## src/hdl/nnd_defs.vh

```
`ifndef NND_DEFS_VH
`define NND_DEFS_VH

// ----------------------------------------------------------------------
// register byte offsets
// ----------------------------------------------------------------------
`define NND_OFF_OPCODE      8'h00
`define NND_OFF_BANK_SEL    8'h04
`define NND_OFF_CONFIG      8'h08
`define NND_OFF_INDEX_BASE  8'h0C
`define NND_OFF_STATUS      8'h10

// ----------------------------------------------------------------------
// field positions
// ----------------------------------------------------------------------
`define NND_ST_C            0
`define NND_ST_DIGIT_CARRY  1
`define NND_ST_Z            2
`define NND_ST_OVERFLOW     3
`define NND_ST_N            4
`define NND_ST_BUSY         8
`define NND_ST_UNSUP        9
`define NND_CFG_EXT         0

// ----------------------------------------------------------------------
// reset values
// ----------------------------------------------------------------------
`define NND_RST_OPCODE      16'h0000
`define NND_RST_BANK_SEL    4'h0
`define NND_RST_INDEX_BASE  12'h000
`define NND_RST_FLAGS       5'h00

// ----------------------------------------------------------------------
// instruction encodings and address map
// ----------------------------------------------------------------------
`define NND_NEG_PATTERN     7'h36
`define NND_IDLE_ZERO       16'h0000
`define NND_IDLE_NIBBLE     4'hF
`define NND_ACC_SPLIT       8'h80
`define NND_SFR_BANK        4'hF
`define NND_LOW_BANK        4'h0
`define NND_INDEX_LIMIT     8'h5F

// ----------------------------------------------------------------------
// axi responses
// ----------------------------------------------------------------------
`define NND_RESP_OKAY       2'h0
`define NND_RESP_SLVERR     2'h2

`endif

```

## src/hdl/nnd_core.v

```verilog
// Chosen here: the AXI4-Lite register port and the placing of the registers.
`include "nnd_defs.vh"
`default_nettype none

module nnd_core #(
  parameter ADDR_W = 8
) (
  input  wire              aclk,
  input  wire              aresetn,
  input  wire [ADDR_W-1:0] s_axi_awaddr,
  input  wire              s_axi_awvalid,
  output wire              s_axi_awready,
  input  wire [31:0]       s_axi_wdata,
  input  wire [3:0]        s_axi_wstrb,
  input  wire              s_axi_wvalid,
  output wire              s_axi_wready,
  output wire [1:0]        s_axi_bresp,
  output wire              s_axi_bvalid,
  input  wire              s_axi_bready,
  input  wire [ADDR_W-1:0] s_axi_araddr,
  input  wire              s_axi_arvalid,
  output wire              s_axi_arready,
  output wire [31:0]       s_axi_rdata,
  output wire [1:0]        s_axi_rresp,
  output wire              s_axi_rvalid,
  input  wire              s_axi_rready,
  output wire [11:0]       mem_addr,
  output wire              mem_rd_en,
  input  wire [7:0]        mem_rd_data,
  output wire              mem_wr_en,
  output wire [7:0]        mem_wr_data
);

  // ----------------------------------------------------------------------
  // phase sequencer states
  // ----------------------------------------------------------------------
  localparam ST_IDLE = 3'd0;
  localparam ST_Q1   = 3'd1;
  localparam ST_Q2   = 3'd2;
  localparam ST_Q3   = 3'd3;
  localparam ST_Q4   = 3'd4;

  reg  [2:0]        state_q;
  reg  [15:0]       opcode_q;
  reg  [3:0]        bank_select_register_q;
  reg               ext_en_q;
  reg  [11:0]       index_base_q;
  reg  [4:0]        flags_q;
  reg               unsup_q;
  reg               is_neg_q;
  reg  [11:0]       mem_addr_q;
  reg               mem_rd_en_q;
  reg               mem_wr_en_q;
  reg  [7:0]        mem_wr_data_q;

  reg               aw_got_q;
  reg  [ADDR_W-1:0] awaddr_q;
  reg               w_got_q;
  reg  [31:0]       wdata_q;
  reg  [3:0]        wstrb_q;
  reg               bvalid_q;
  reg  [1:0]        bresp_q;
  reg               rvalid_q;
  reg  [31:0]       rdata_q;
  reg  [1:0]        rresp_q;

  // ----------------------------------------------------------------------
  // axi4-lite write channel
  // ----------------------------------------------------------------------
  // accept address and data in either order, one write in flight
  assign s_axi_awready = ~aw_got_q & ~bvalid_q;
  assign s_axi_wready  = ~w_got_q & ~bvalid_q;
  assign s_axi_bvalid  = bvalid_q;
  assign s_axi_bresp   = bresp_q;

  wire do_write = aw_got_q & w_got_q & ~bvalid_q;
  wire busy     = (state_q != ST_IDLE);

  wire wr_opcode = do_write & (awaddr_q == `NND_OFF_OPCODE);
  wire wr_bank   = do_write & (awaddr_q == `NND_OFF_BANK_SEL);
  wire wr_cfg    = do_write & (awaddr_q == `NND_OFF_CONFIG);
  wire wr_index  = do_write & (awaddr_q == `NND_OFF_INDEX_BASE);
  wire wr_status = do_write & (awaddr_q == `NND_OFF_STATUS);
  wire wr_hit    = wr_opcode | wr_bank | wr_cfg | wr_index | wr_status;

  // an opcode write while busy is dropped so the running instruction is intact
  wire start = wr_opcode & ~busy & (wstrb_q[0] | wstrb_q[1]);

  wire [31:0] wmask = {{8{wstrb_q[3]}}, {8{wstrb_q[2]}}, {8{wstrb_q[1]}}, {8{wstrb_q[0]}}};
  wire [31:0] op_merged = ({16'h0000, opcode_q} & ~wmask) | (wdata_q & wmask);
  wire [31:0] ix_merged = ({20'h0_0000, index_base_q} & ~wmask) | (wdata_q & wmask);

  // bus handshake flops
  always @(posedge aclk) begin
    if (!aresetn) begin
      aw_got_q <= 1'b0;
      awaddr_q <= {ADDR_W{1'b0}};
      w_got_q  <= 1'b0;
      wdata_q  <= 32'h0000_0000;
      wstrb_q  <= 4'h0;
      bvalid_q <= 1'b0;
      bresp_q  <= `NND_RESP_OKAY;
    end else begin
      if (s_axi_awvalid && s_axi_awready) begin
        aw_got_q <= 1'b1;
        awaddr_q <= s_axi_awaddr;
      end
      if (s_axi_wvalid && s_axi_wready) begin
        w_got_q <= 1'b1;
        wdata_q <= s_axi_wdata;
        wstrb_q <= s_axi_wstrb;
      end
      if (do_write) begin
        aw_got_q <= 1'b0;
        w_got_q  <= 1'b0;
        bvalid_q <= 1'b1;
        bresp_q  <= wr_hit ? `NND_RESP_OKAY : `NND_RESP_SLVERR;
      end else if (bvalid_q && s_axi_bready) begin
        bvalid_q <= 1'b0;
      end
    end
  end

  // ----------------------------------------------------------------------
  // axi4-lite read channel
  // ----------------------------------------------------------------------
  assign s_axi_arready = ~rvalid_q;
  assign s_axi_rvalid  = rvalid_q;
  assign s_axi_rdata   = rdata_q;
  assign s_axi_rresp   = rresp_q;

  reg [31:0] rd_mux;
  reg        rd_hit;

  // read decode; unused bits read as zero
  always @* begin
    rd_mux = 32'h0000_0000;
    rd_hit = 1'b1;
    case (s_axi_araddr)
      `NND_OFF_OPCODE:     rd_mux = {16'h0000, opcode_q};
      `NND_OFF_BANK_SEL:   rd_mux = {28'h000_0000, bank_select_register_q};
      `NND_OFF_CONFIG:     rd_mux = {31'h0000_0000, ext_en_q};
      `NND_OFF_INDEX_BASE: rd_mux = {20'h0_0000, index_base_q};
      `NND_OFF_STATUS:     rd_mux = {22'h00_0000, unsup_q, busy, 3'h0, flags_q};
      default:             rd_hit = 1'b0;
    endcase
  end

  always @(posedge aclk) begin
    if (!aresetn) begin
      rvalid_q <= 1'b0;
      rdata_q  <= 32'h0000_0000;
      rresp_q  <= `NND_RESP_OKAY;
    end else if (s_axi_arvalid && s_axi_arready) begin
      rvalid_q <= 1'b1;
      rdata_q  <= rd_mux;
      rresp_q  <= rd_hit ? `NND_RESP_OKAY : `NND_RESP_SLVERR;
    end else if (rvalid_q && s_axi_rready) begin
      rvalid_q <= 1'b0;
    end
  end

  // ----------------------------------------------------------------------
  // decode and operand address
  // ----------------------------------------------------------------------
  wire       dec_neg   = (opcode_q[15:9] == `NND_NEG_PATTERN);
  wire       dec_idle  = (opcode_q == `NND_IDLE_ZERO) |
                         (opcode_q[15:12] == `NND_IDLE_NIBBLE);
  wire       acc_bit   = opcode_q[8];
  wire [7:0] file_f    = opcode_q[7:0];
  wire       use_index = ~acc_bit & ext_en_q & (file_f <= `NND_INDEX_LIMIT);

  reg [11:0] op_addr;

  // low half of the access bank is ram, high half maps onto the top sfr bank
  always @* begin
    if (acc_bit) begin
      op_addr = {bank_select_register_q, file_f};
    end else if (use_index) begin
      op_addr = index_base_q + {4'h0, file_f};
    end else if (file_f < `NND_ACC_SPLIT) begin
      op_addr = {`NND_LOW_BANK, file_f};
    end else begin
      op_addr = {`NND_SFR_BANK, file_f};
    end
  end

  // ----------------------------------------------------------------------
  // negate datapath
  // ----------------------------------------------------------------------
  wire [7:0] neg_result;
  wire       neg_n;
  wire       neg_overflow;
  wire       neg_z;
  wire       neg_digit_carry;
  wire       neg_c;

  nnd_negate_alu nnd_negate_alu_inst (
    .operand          (mem_rd_data),
    .result           (neg_result),
    .flag_n           (neg_n),
    .overflow_flag    (neg_overflow),
    .flag_z           (neg_z),
    .digit_carry_flag (neg_digit_carry),
    .flag_c           (neg_c)
  );

  // ----------------------------------------------------------------------
  // four phase sequencer: decode, read, process, write
  // ----------------------------------------------------------------------
  assign mem_addr    = mem_addr_q;
  assign mem_rd_en   = mem_rd_en_q;
  assign mem_wr_en   = mem_wr_en_q;
  assign mem_wr_data = mem_wr_data_q;

  always @(posedge aclk) begin
    if (!aresetn) begin
      state_q       <= ST_IDLE;
      is_neg_q      <= 1'b0;
      mem_addr_q    <= 12'h000;
      mem_rd_en_q   <= 1'b0;
      mem_wr_en_q   <= 1'b0;
      mem_wr_data_q <= 8'h00;
    end else begin
      case (state_q)
        ST_IDLE: begin
          if (start) begin
            state_q <= ST_Q1;
          end
        end
        ST_Q1: begin
          // idle and unknown opcodes run all four phases with no access
          is_neg_q    <= dec_neg & ~dec_idle;
          mem_addr_q  <= op_addr;
          mem_rd_en_q <= dec_neg;
          state_q     <= ST_Q2;
        end
        ST_Q2: begin
          mem_rd_en_q <= 1'b0;
          state_q     <= ST_Q3;
        end
        ST_Q3: begin
          // read data arrives one cycle after the read strobe
          mem_wr_en_q   <= is_neg_q;
          mem_wr_data_q <= neg_result;
          state_q       <= ST_Q4;
        end
        ST_Q4: begin
          mem_wr_en_q <= 1'b0;
          state_q     <= ST_IDLE;
        end
        default: begin
          state_q <= ST_IDLE;
        end
      endcase
    end
  end

  // ----------------------------------------------------------------------
  // software visible registers
  // ----------------------------------------------------------------------
  wire set_unsup = (state_q == ST_Q1) & ~dec_neg & ~dec_idle;
  wire clr_unsup = wr_status & wstrb_q[1] & wdata_q[`NND_ST_UNSUP];
  wire hw_flags  = (state_q == ST_Q3) & is_neg_q;

  always @(posedge aclk) begin
    if (!aresetn) begin
      opcode_q               <= `NND_RST_OPCODE;
      bank_select_register_q <= `NND_RST_BANK_SEL;
      ext_en_q               <= 1'b0;
      index_base_q           <= `NND_RST_INDEX_BASE;
      flags_q                <= `NND_RST_FLAGS;
      unsup_q                <= 1'b0;
    end else begin
      if (start) begin
        opcode_q <= op_merged[15:0];
      end
      if (wr_bank && wstrb_q[0]) begin
        bank_select_register_q <= wdata_q[3:0];
      end
      if (wr_cfg && wstrb_q[0]) begin
        ext_en_q <= wdata_q[`NND_CFG_EXT];
      end
      if (wr_index) begin
        index_base_q <= ix_merged[11:0];
      end
      // the instruction's own flag update beats a software write
      if (hw_flags) begin
        flags_q <= {neg_n, neg_overflow, neg_z, neg_digit_carry, neg_c};
      end else if (wr_status && wstrb_q[0] && !busy) begin
        flags_q <= wdata_q[4:0];
      end
      // set wins over a clear in the same cycle
      if (set_unsup) begin
        unsup_q <= 1'b1;
      end else if (clr_unsup) begin
        unsup_q <= 1'b0;
      end
    end
  end

endmodule // nnd_core

`default_nettype wire

```

## src/hdl/nnd_negate_alu.v

```verilog
`include "nnd_defs.vh"
`default_nettype none

// ----------------------------------------------------------------------
// two's complement negate with status flags
// ----------------------------------------------------------------------
module nnd_negate_alu (
  input  wire [7:0] operand,
  output wire [7:0] result,
  output wire       flag_n,
  output wire       overflow_flag,
  output wire       flag_z,
  output wire       digit_carry_flag,
  output wire       flag_c
);

  wire [8:0] sum;
  wire [4:0] low_sum;

  // invert then add one; carry out only when the operand was zero
  assign sum              = {1'b0, ~operand} + 9'h001;
  assign low_sum          = {1'b0, ~operand[3:0]} + 5'h01;
  assign result           = sum[7:0];
  assign flag_c           = sum[8];
  assign digit_carry_flag = low_sum[4];
  assign flag_n           = sum[7];
  assign flag_z           = (sum[7:0] == 8'h00);
  // only the most negative value overflows when negated
  assign overflow_flag    = (operand == `NND_ACC_SPLIT);

endmodule // nnd_negate_alu

`default_nettype wire

```

## config.mk

```make
export PLATFORM = sky130hd
export DESIGN_NAME = nnd_core
export DESIGN_NICKNAME = d
export VERILOG_FILES = /design/src/hdl/nnd_core.v /design/src/hdl/nnd_negate_alu.v
export VERILOG_INCLUDE_DIRS = /design/src /design/src/hdl
export SDC_FILE = /design/constraint.sdc
export NUM_CORES = 1
export LEC_CHECK = 0
export ABC_CLOCK_PERIOD_IN_PS = 2950
export BUFFER_PORTS_ARGS = -buffer_cell sky130_fd_sc_hd__clkbuf_2
export CAP_MARGIN = 15
export CORE_ASPECT_RATIO = 1.2
export CORE_MARGIN = 4
export CORE_UTILIZATION = 30
export CTS_BUF_LIST = sky130_fd_sc_hd__clkbuf_16
export DETAILED_ROUTE_END_ITERATION = 10
export PLACE_DENSITY = 0.51
export SLEW_MARGIN = 20
export SYNTH_ARGS = -nofsm -noshare
export SYNTH_HDL_FRONTEND = slang
export SYNTH_SLANG_ARGS = --single-unit
```

## constraint.sdc

```tcl
create_clock -name aclk -period 2.95 [get_ports aclk]
set_input_delay 0 -clock aclk [delete_from_list [all_inputs] [get_ports aclk]]
set_output_delay 0 -clock aclk [all_outputs]
set_load 0.05 [all_outputs]
```

[Word level (Yosys, flattened, before mapping)]
Index checks and enable logic that the tools add are counted.
Operators by class
  add/sub/neg operators: 3
  $lt $le $gt $ge: 2
  equal/unequal tests: 16
  multiplexer cells: 19
  bitwise gates (word level): 42
  reduce and logical (&&, ||, !) cells: 24
Operators by type and width (count)
  $pmux W16 S5: 1
  $mux W12: 3
  $and A16 B16 Y16: 2
  $eq A8 B4 Y1 const B: 4
  $logic_not A8 Y1: 3
  $and A1 B1 Y1: 19
  $eq A8 B3 Y1 const B: 2
  $eq A8 B5 Y1 const B: 2
  $logic_not A16 Y1: 1
  $not A16 Y16: 1
  $or A16 B16 Y16: 1
  $add A12 B8 Y12: 1
  $and A12 B12 Y12: 1
  $or A12 B12 Y12: 1
  $pmux W3 S4: 1
  $reduce_bool A2 Y1: 6
  $mux W5: 2
  $add A8 B1 Y9 const B: 1
  $logic_and A1 B1 Y1: 9
  $not A1 Y1: 9
  $eq A8 B8 Y1 const B: 1
  $le A8 B7 Y1 const B: 1
  $lt A8 B8 Y1 const B: 1
  $not A8 Y8: 1
  18 further kinds: 32
Storage, ports and cells
  register bits: 131
  logic and storage cells: 128

[Depth between registers and ports, before layout]
  depth after elaboration: 8
  depth in mapped cells: 8
  depth with buffers taken out: 8

[By module]
Synthesis repeated with hierarchy kept, for this count alone.
Unflattened totals
  cell total of the unflattened synthesis: 650
  area total of the unflattened synthesis: 5587.9 µm²
By module, submodules not included
  nnd_core: instances 1, cells each 618, area each 5352.6 µm², sequential area each 2262.2 µm²
  nnd_negate_alu: instances 1, cells each 32, area each 235.2 µm², sequential area each 0.0 µm²

[Worst setup path after synthesis]
OpenSTA, ideal clock, no wires.
  kind: flip-flop to flip-flop
  start point: reg bvalid_q (netlist: s_axi_bvalid)
  end point: reg wdata_q[10]
  setup time: 70 ps
  data arrival time: 2222 ps
  path slack: 658 ps
  stages on the path, launching flop included: 7
  period minus slack after synthesis: 2292 ps
  path through: dfxtp_1 nor2_1 and2_1 clkbuf_1 clkbuf_1 nand2_1 a21oi_1
Between the ends
  cells in the longest elaborated chain, start to end: 3
RTL lines
  start, declared: line nnd_core.v:61  | reg bvalid_q;
  start signal, assigned: line nnd_core.v:101  | bvalid_q <= 1'b0;
  start signal, assigned: line nnd_core.v:116  | bvalid_q <= 1'b1;
  start signal, assigned: line nnd_core.v:119  | bvalid_q <= 1'b0;
  $not A1 Y1: line nnd_core.v:72  | assign s_axi_wready = ~w_got_q & ~bvalid_q;
  $and A1 B1 Y1: line nnd_core.v:72
  net s_axi_wready: line nnd_core.v:16  | output wire s_axi_wready,
  $logic_and A1 B1 Y1: line nnd_core.v:108  | if (s_axi_wvalid && s_axi_wready) begin
  end signal, assigned: line nnd_core.v:110  | wdata_q <= s_axi_wdata;
  end, declared: line nnd_core.v:59  | reg [31:0] wdata_q;
The timed path passes the listed nets, and every way through them passes these cells.
A chain may end at the register's enable or synchronous reset.

==> run metrics <==
outcome completed; maxcap violations 0; CTS H-tree depth 4; post-synthesis xor/xnor area fraction 0.0142; max_slew headroom 0.396; Mapped Avg Cell Area 8.37 um2; Final Hold Violating Endpoints 0; Crit path largest cell delay approximately 580 ps; peak fanout along the critical path 16; latest clock arrival within the worst-skew pair 420 ps; vias in the first global route between 4000 and 5000; port buffer count 93; CTS tree yes; CTS Hold Bufs 36; Vias/cell between 4 and 5; Final nets 857; period utilisation layout 0.757; PwrDens about 570 nW/um2; CTS sink cnt 113; family with the most delay on the worst path simple AND/OR/NAND/NOR gates; core area 18200 um2; WP buf/inv 0; Yosys top cell area share 0.408; Tmin final between 2000 and 2500 ps; crit path from awaddr_q[5]$_SDFFE_PN0P_; total grt overflow 0; CTS resizes 0; max-slew violations 0; wire length per cell 15.5 um; Iteration-0 DRC Markers 215; crit-path cells or4b_4, nor4_4, nand4_2, nand3_1, o21ai_2; Setup TNS Final 0 ps; Synth Cell Area approximately 5500 um2; drt first pass iters 4; Non-Filler Instances approximately 1000; Hold Crit Class primary input to flop; Clk pin slew, worst setup/hold paths 50 ps; area grow syn2layout 27.3%; RR Startpoint awaddr_q[5]$_SDFFE_PN0P_; hold depth 4; hpwl dp around 11000 um; FFs w/ async S/R, synth 0; postcts setup bufs 0; initial antenna violation count 0; # DRC 0; synthesized instance count about 660; post-synthesis mux area share 0.0799; CP required about 3200 ps; share of cells above drive strength 1 0.199; Antenna Nets Post-Route 0; startpoint types flop; WP data arrival approximately 2500 ps; largest family of logic cells by synthesized area simple AND/OR/NAND/NOR gates; clk_skew approximately 7.4 ps; largest area contributor in the netlist dfxtp_1; R2R Setup Slk approximately 720 ps; diodes inserted 0; Synth area leaders dfxtp_1, nand2_1, mux2i_1; IO Count 130; EDFF count, synth 0; Pleak between 2 and 3 nW; register area share after synthesis 0.408; Cells after DPL 948; ys flop type dfxtp_1; post-synthesis compound-gate area fraction 0.172; final wirelength about 16000 um; CTS max path bufs 2; CP endpoint kind flop; Initial Utilization 0.305; FP Rows 54; clock buffer count from CTS 17; Die ar. 20700 um2; CP max-delay cell or4b_4; synth unique cells 62; Worst Tran Pin Value between 900 and 1000 ps; critical path depth 5; DR vias just under 5000; all-layer global routing usage 0.153; Adder-Cell Fraction of Synth Area 0.0262; flops & latches, synth about 110; fillers 1923; reg2reg path depth 5; Hold WS roughly 42 ps; final setup fails 0; first-pass GRT wire length 25400 um; Max VDD drop about 0.36 mV; Yosys Warn Count 0; largest net degree at the start of global routing 44; critical path class flop to flop; RSZ-0062 raised after global routing false; simple-gate portion of the synthesized area 0.236; chip height 157 um; Fmax achieved ~0.45 GHz; die extent in x about 130 um; clk root buf clkbuf_16; Routability Congestion ~0.82
==> cell usage after synthesis (4+ instances only) <==
library cell / number
nand2_1: 121
dfxtp_1: 113
nor2_1: 55
a21oi_1: 54
mux2i_1: 42
o21ai_0: 26
nand3_1: 24
clkbuf_1: 23
buf_4: 20
nor3_1: 13
ha_1: 10
inv_1: 10
a211oi_1: 9
a22oi_1: 9
a31oi_1: 9
a22o_1: 8
o21ai_2: 8
buf_1: 7
nand2b_1: 5
nor2b_1: 5
or4_1: 5
xnor2_1: 5
a21o_1: 4
a32oi_1: 4
and2_1: 4
nor3b_1: 4
nor4_1: 4
o211ai_1: 4
o22ai_1: 4
or3_1: 4
xor2_1: 4
==> placed cells by master (no fill, tap or decap), types with 9 or more instances in the layout <==
cell / Yosys / routed
o21ai_0: 26 / 26
a31oi_1: 9 / 9
conb_1: 1 / 18
ha_1: 10 / 10
dlygate4sd3_1: 0 / 36
dfxtp_1: 113 / 113
clkbuf_2: 0 / 93
nand2_1: 121 / 121
nand3_1: 24 / 24
nor3_1: 13 / 13
a22oi_1: 9 / 9
mux2i_1: 42 / 42
clkbuf_16: 0 / 17
nor2_1: 55 / 55
a211oi_1: 9 / 9
inv_1: 10 / 9
a21oi_1: 54 / 54
==> cell families after synthesis <==
group,after synthesis
xor+xnor,9
compound gates,151
fa+ha+maj,11
flops,113
simple gates,267
other cells,1
buf+inv,66
mux,44
==> worst min-delay path by stage <==
| stage | startpoint | end |
|---|---|---|
| 3_5_place_dp | s_axi_rready | s_axi_rvalid$_SDFFE_PN0P_ |
| 3_3_place_gp | s_axi_rready | s_axi_rvalid$_SDFFE_PN0P_ |
| 6_report | mem_rd_data[4] | mem_wr_data[4]$_SDFFE_PN0P_ |
| 4_1_cts | mem_rd_data[4] | mem_wr_data[4]$_SDFFE_PN0P_ |
| 2_1_floorplan | s_axi_rready | s_axi_rvalid$_SDFFE_PN0P_ |
| 5_1_grt | mem_rd_data[4] | mem_wr_data[4]$_SDFFE_PN0P_ |
==> tightest hold or removal path: cells and delay by family <==
family	cells	cell delay, ps
buffers and inverters	1	190
xor gates and xnor gates	1	100
and+or+nand+nor	1	60
AOI/OAI and AO/OA	1	60
==> per-stage QoR <==
step	instance area, um2	setup slack, ps	power, W	util
floorplan	5610	658	0.00187	-
global placement	6100	762	0.00194	0.336
detailed placement	6100	711	0.00194	0.336
CTS	7060	691	0.00406	0.388
global route	7060	529	0.00415	0.388
finish	7060	716	0.00400	0.388
==> layer usage <==
metal	part of all wire	GRT usage
met3	0.033	0.0329
met4	0.015	0.0525
met5	0	0
met1	0.47	0.195
met2	0.49	0.256
==> where the power goes <==
part           switching, W  internal, W
clock              0.000741      0.00132
sequential        0.0000310      0.00156
combinational      0.000237     0.000118
total               0.00101      0.00299
==> layout make-up <==
cell class	instances	area, um2	share of cell area
Tap cell	224	280	0.0397
Clock inverter	15	168	0.0238
Timing Repair Buffer	137	886	0.126
Sequential cell	113	2260	0.321
Clock buffer	17	425	0.0603
Inverter	10	37.5	0.00532
Multi-Input combinational cell	500	3000	0.425
Power figures use the tool's default switching activity.
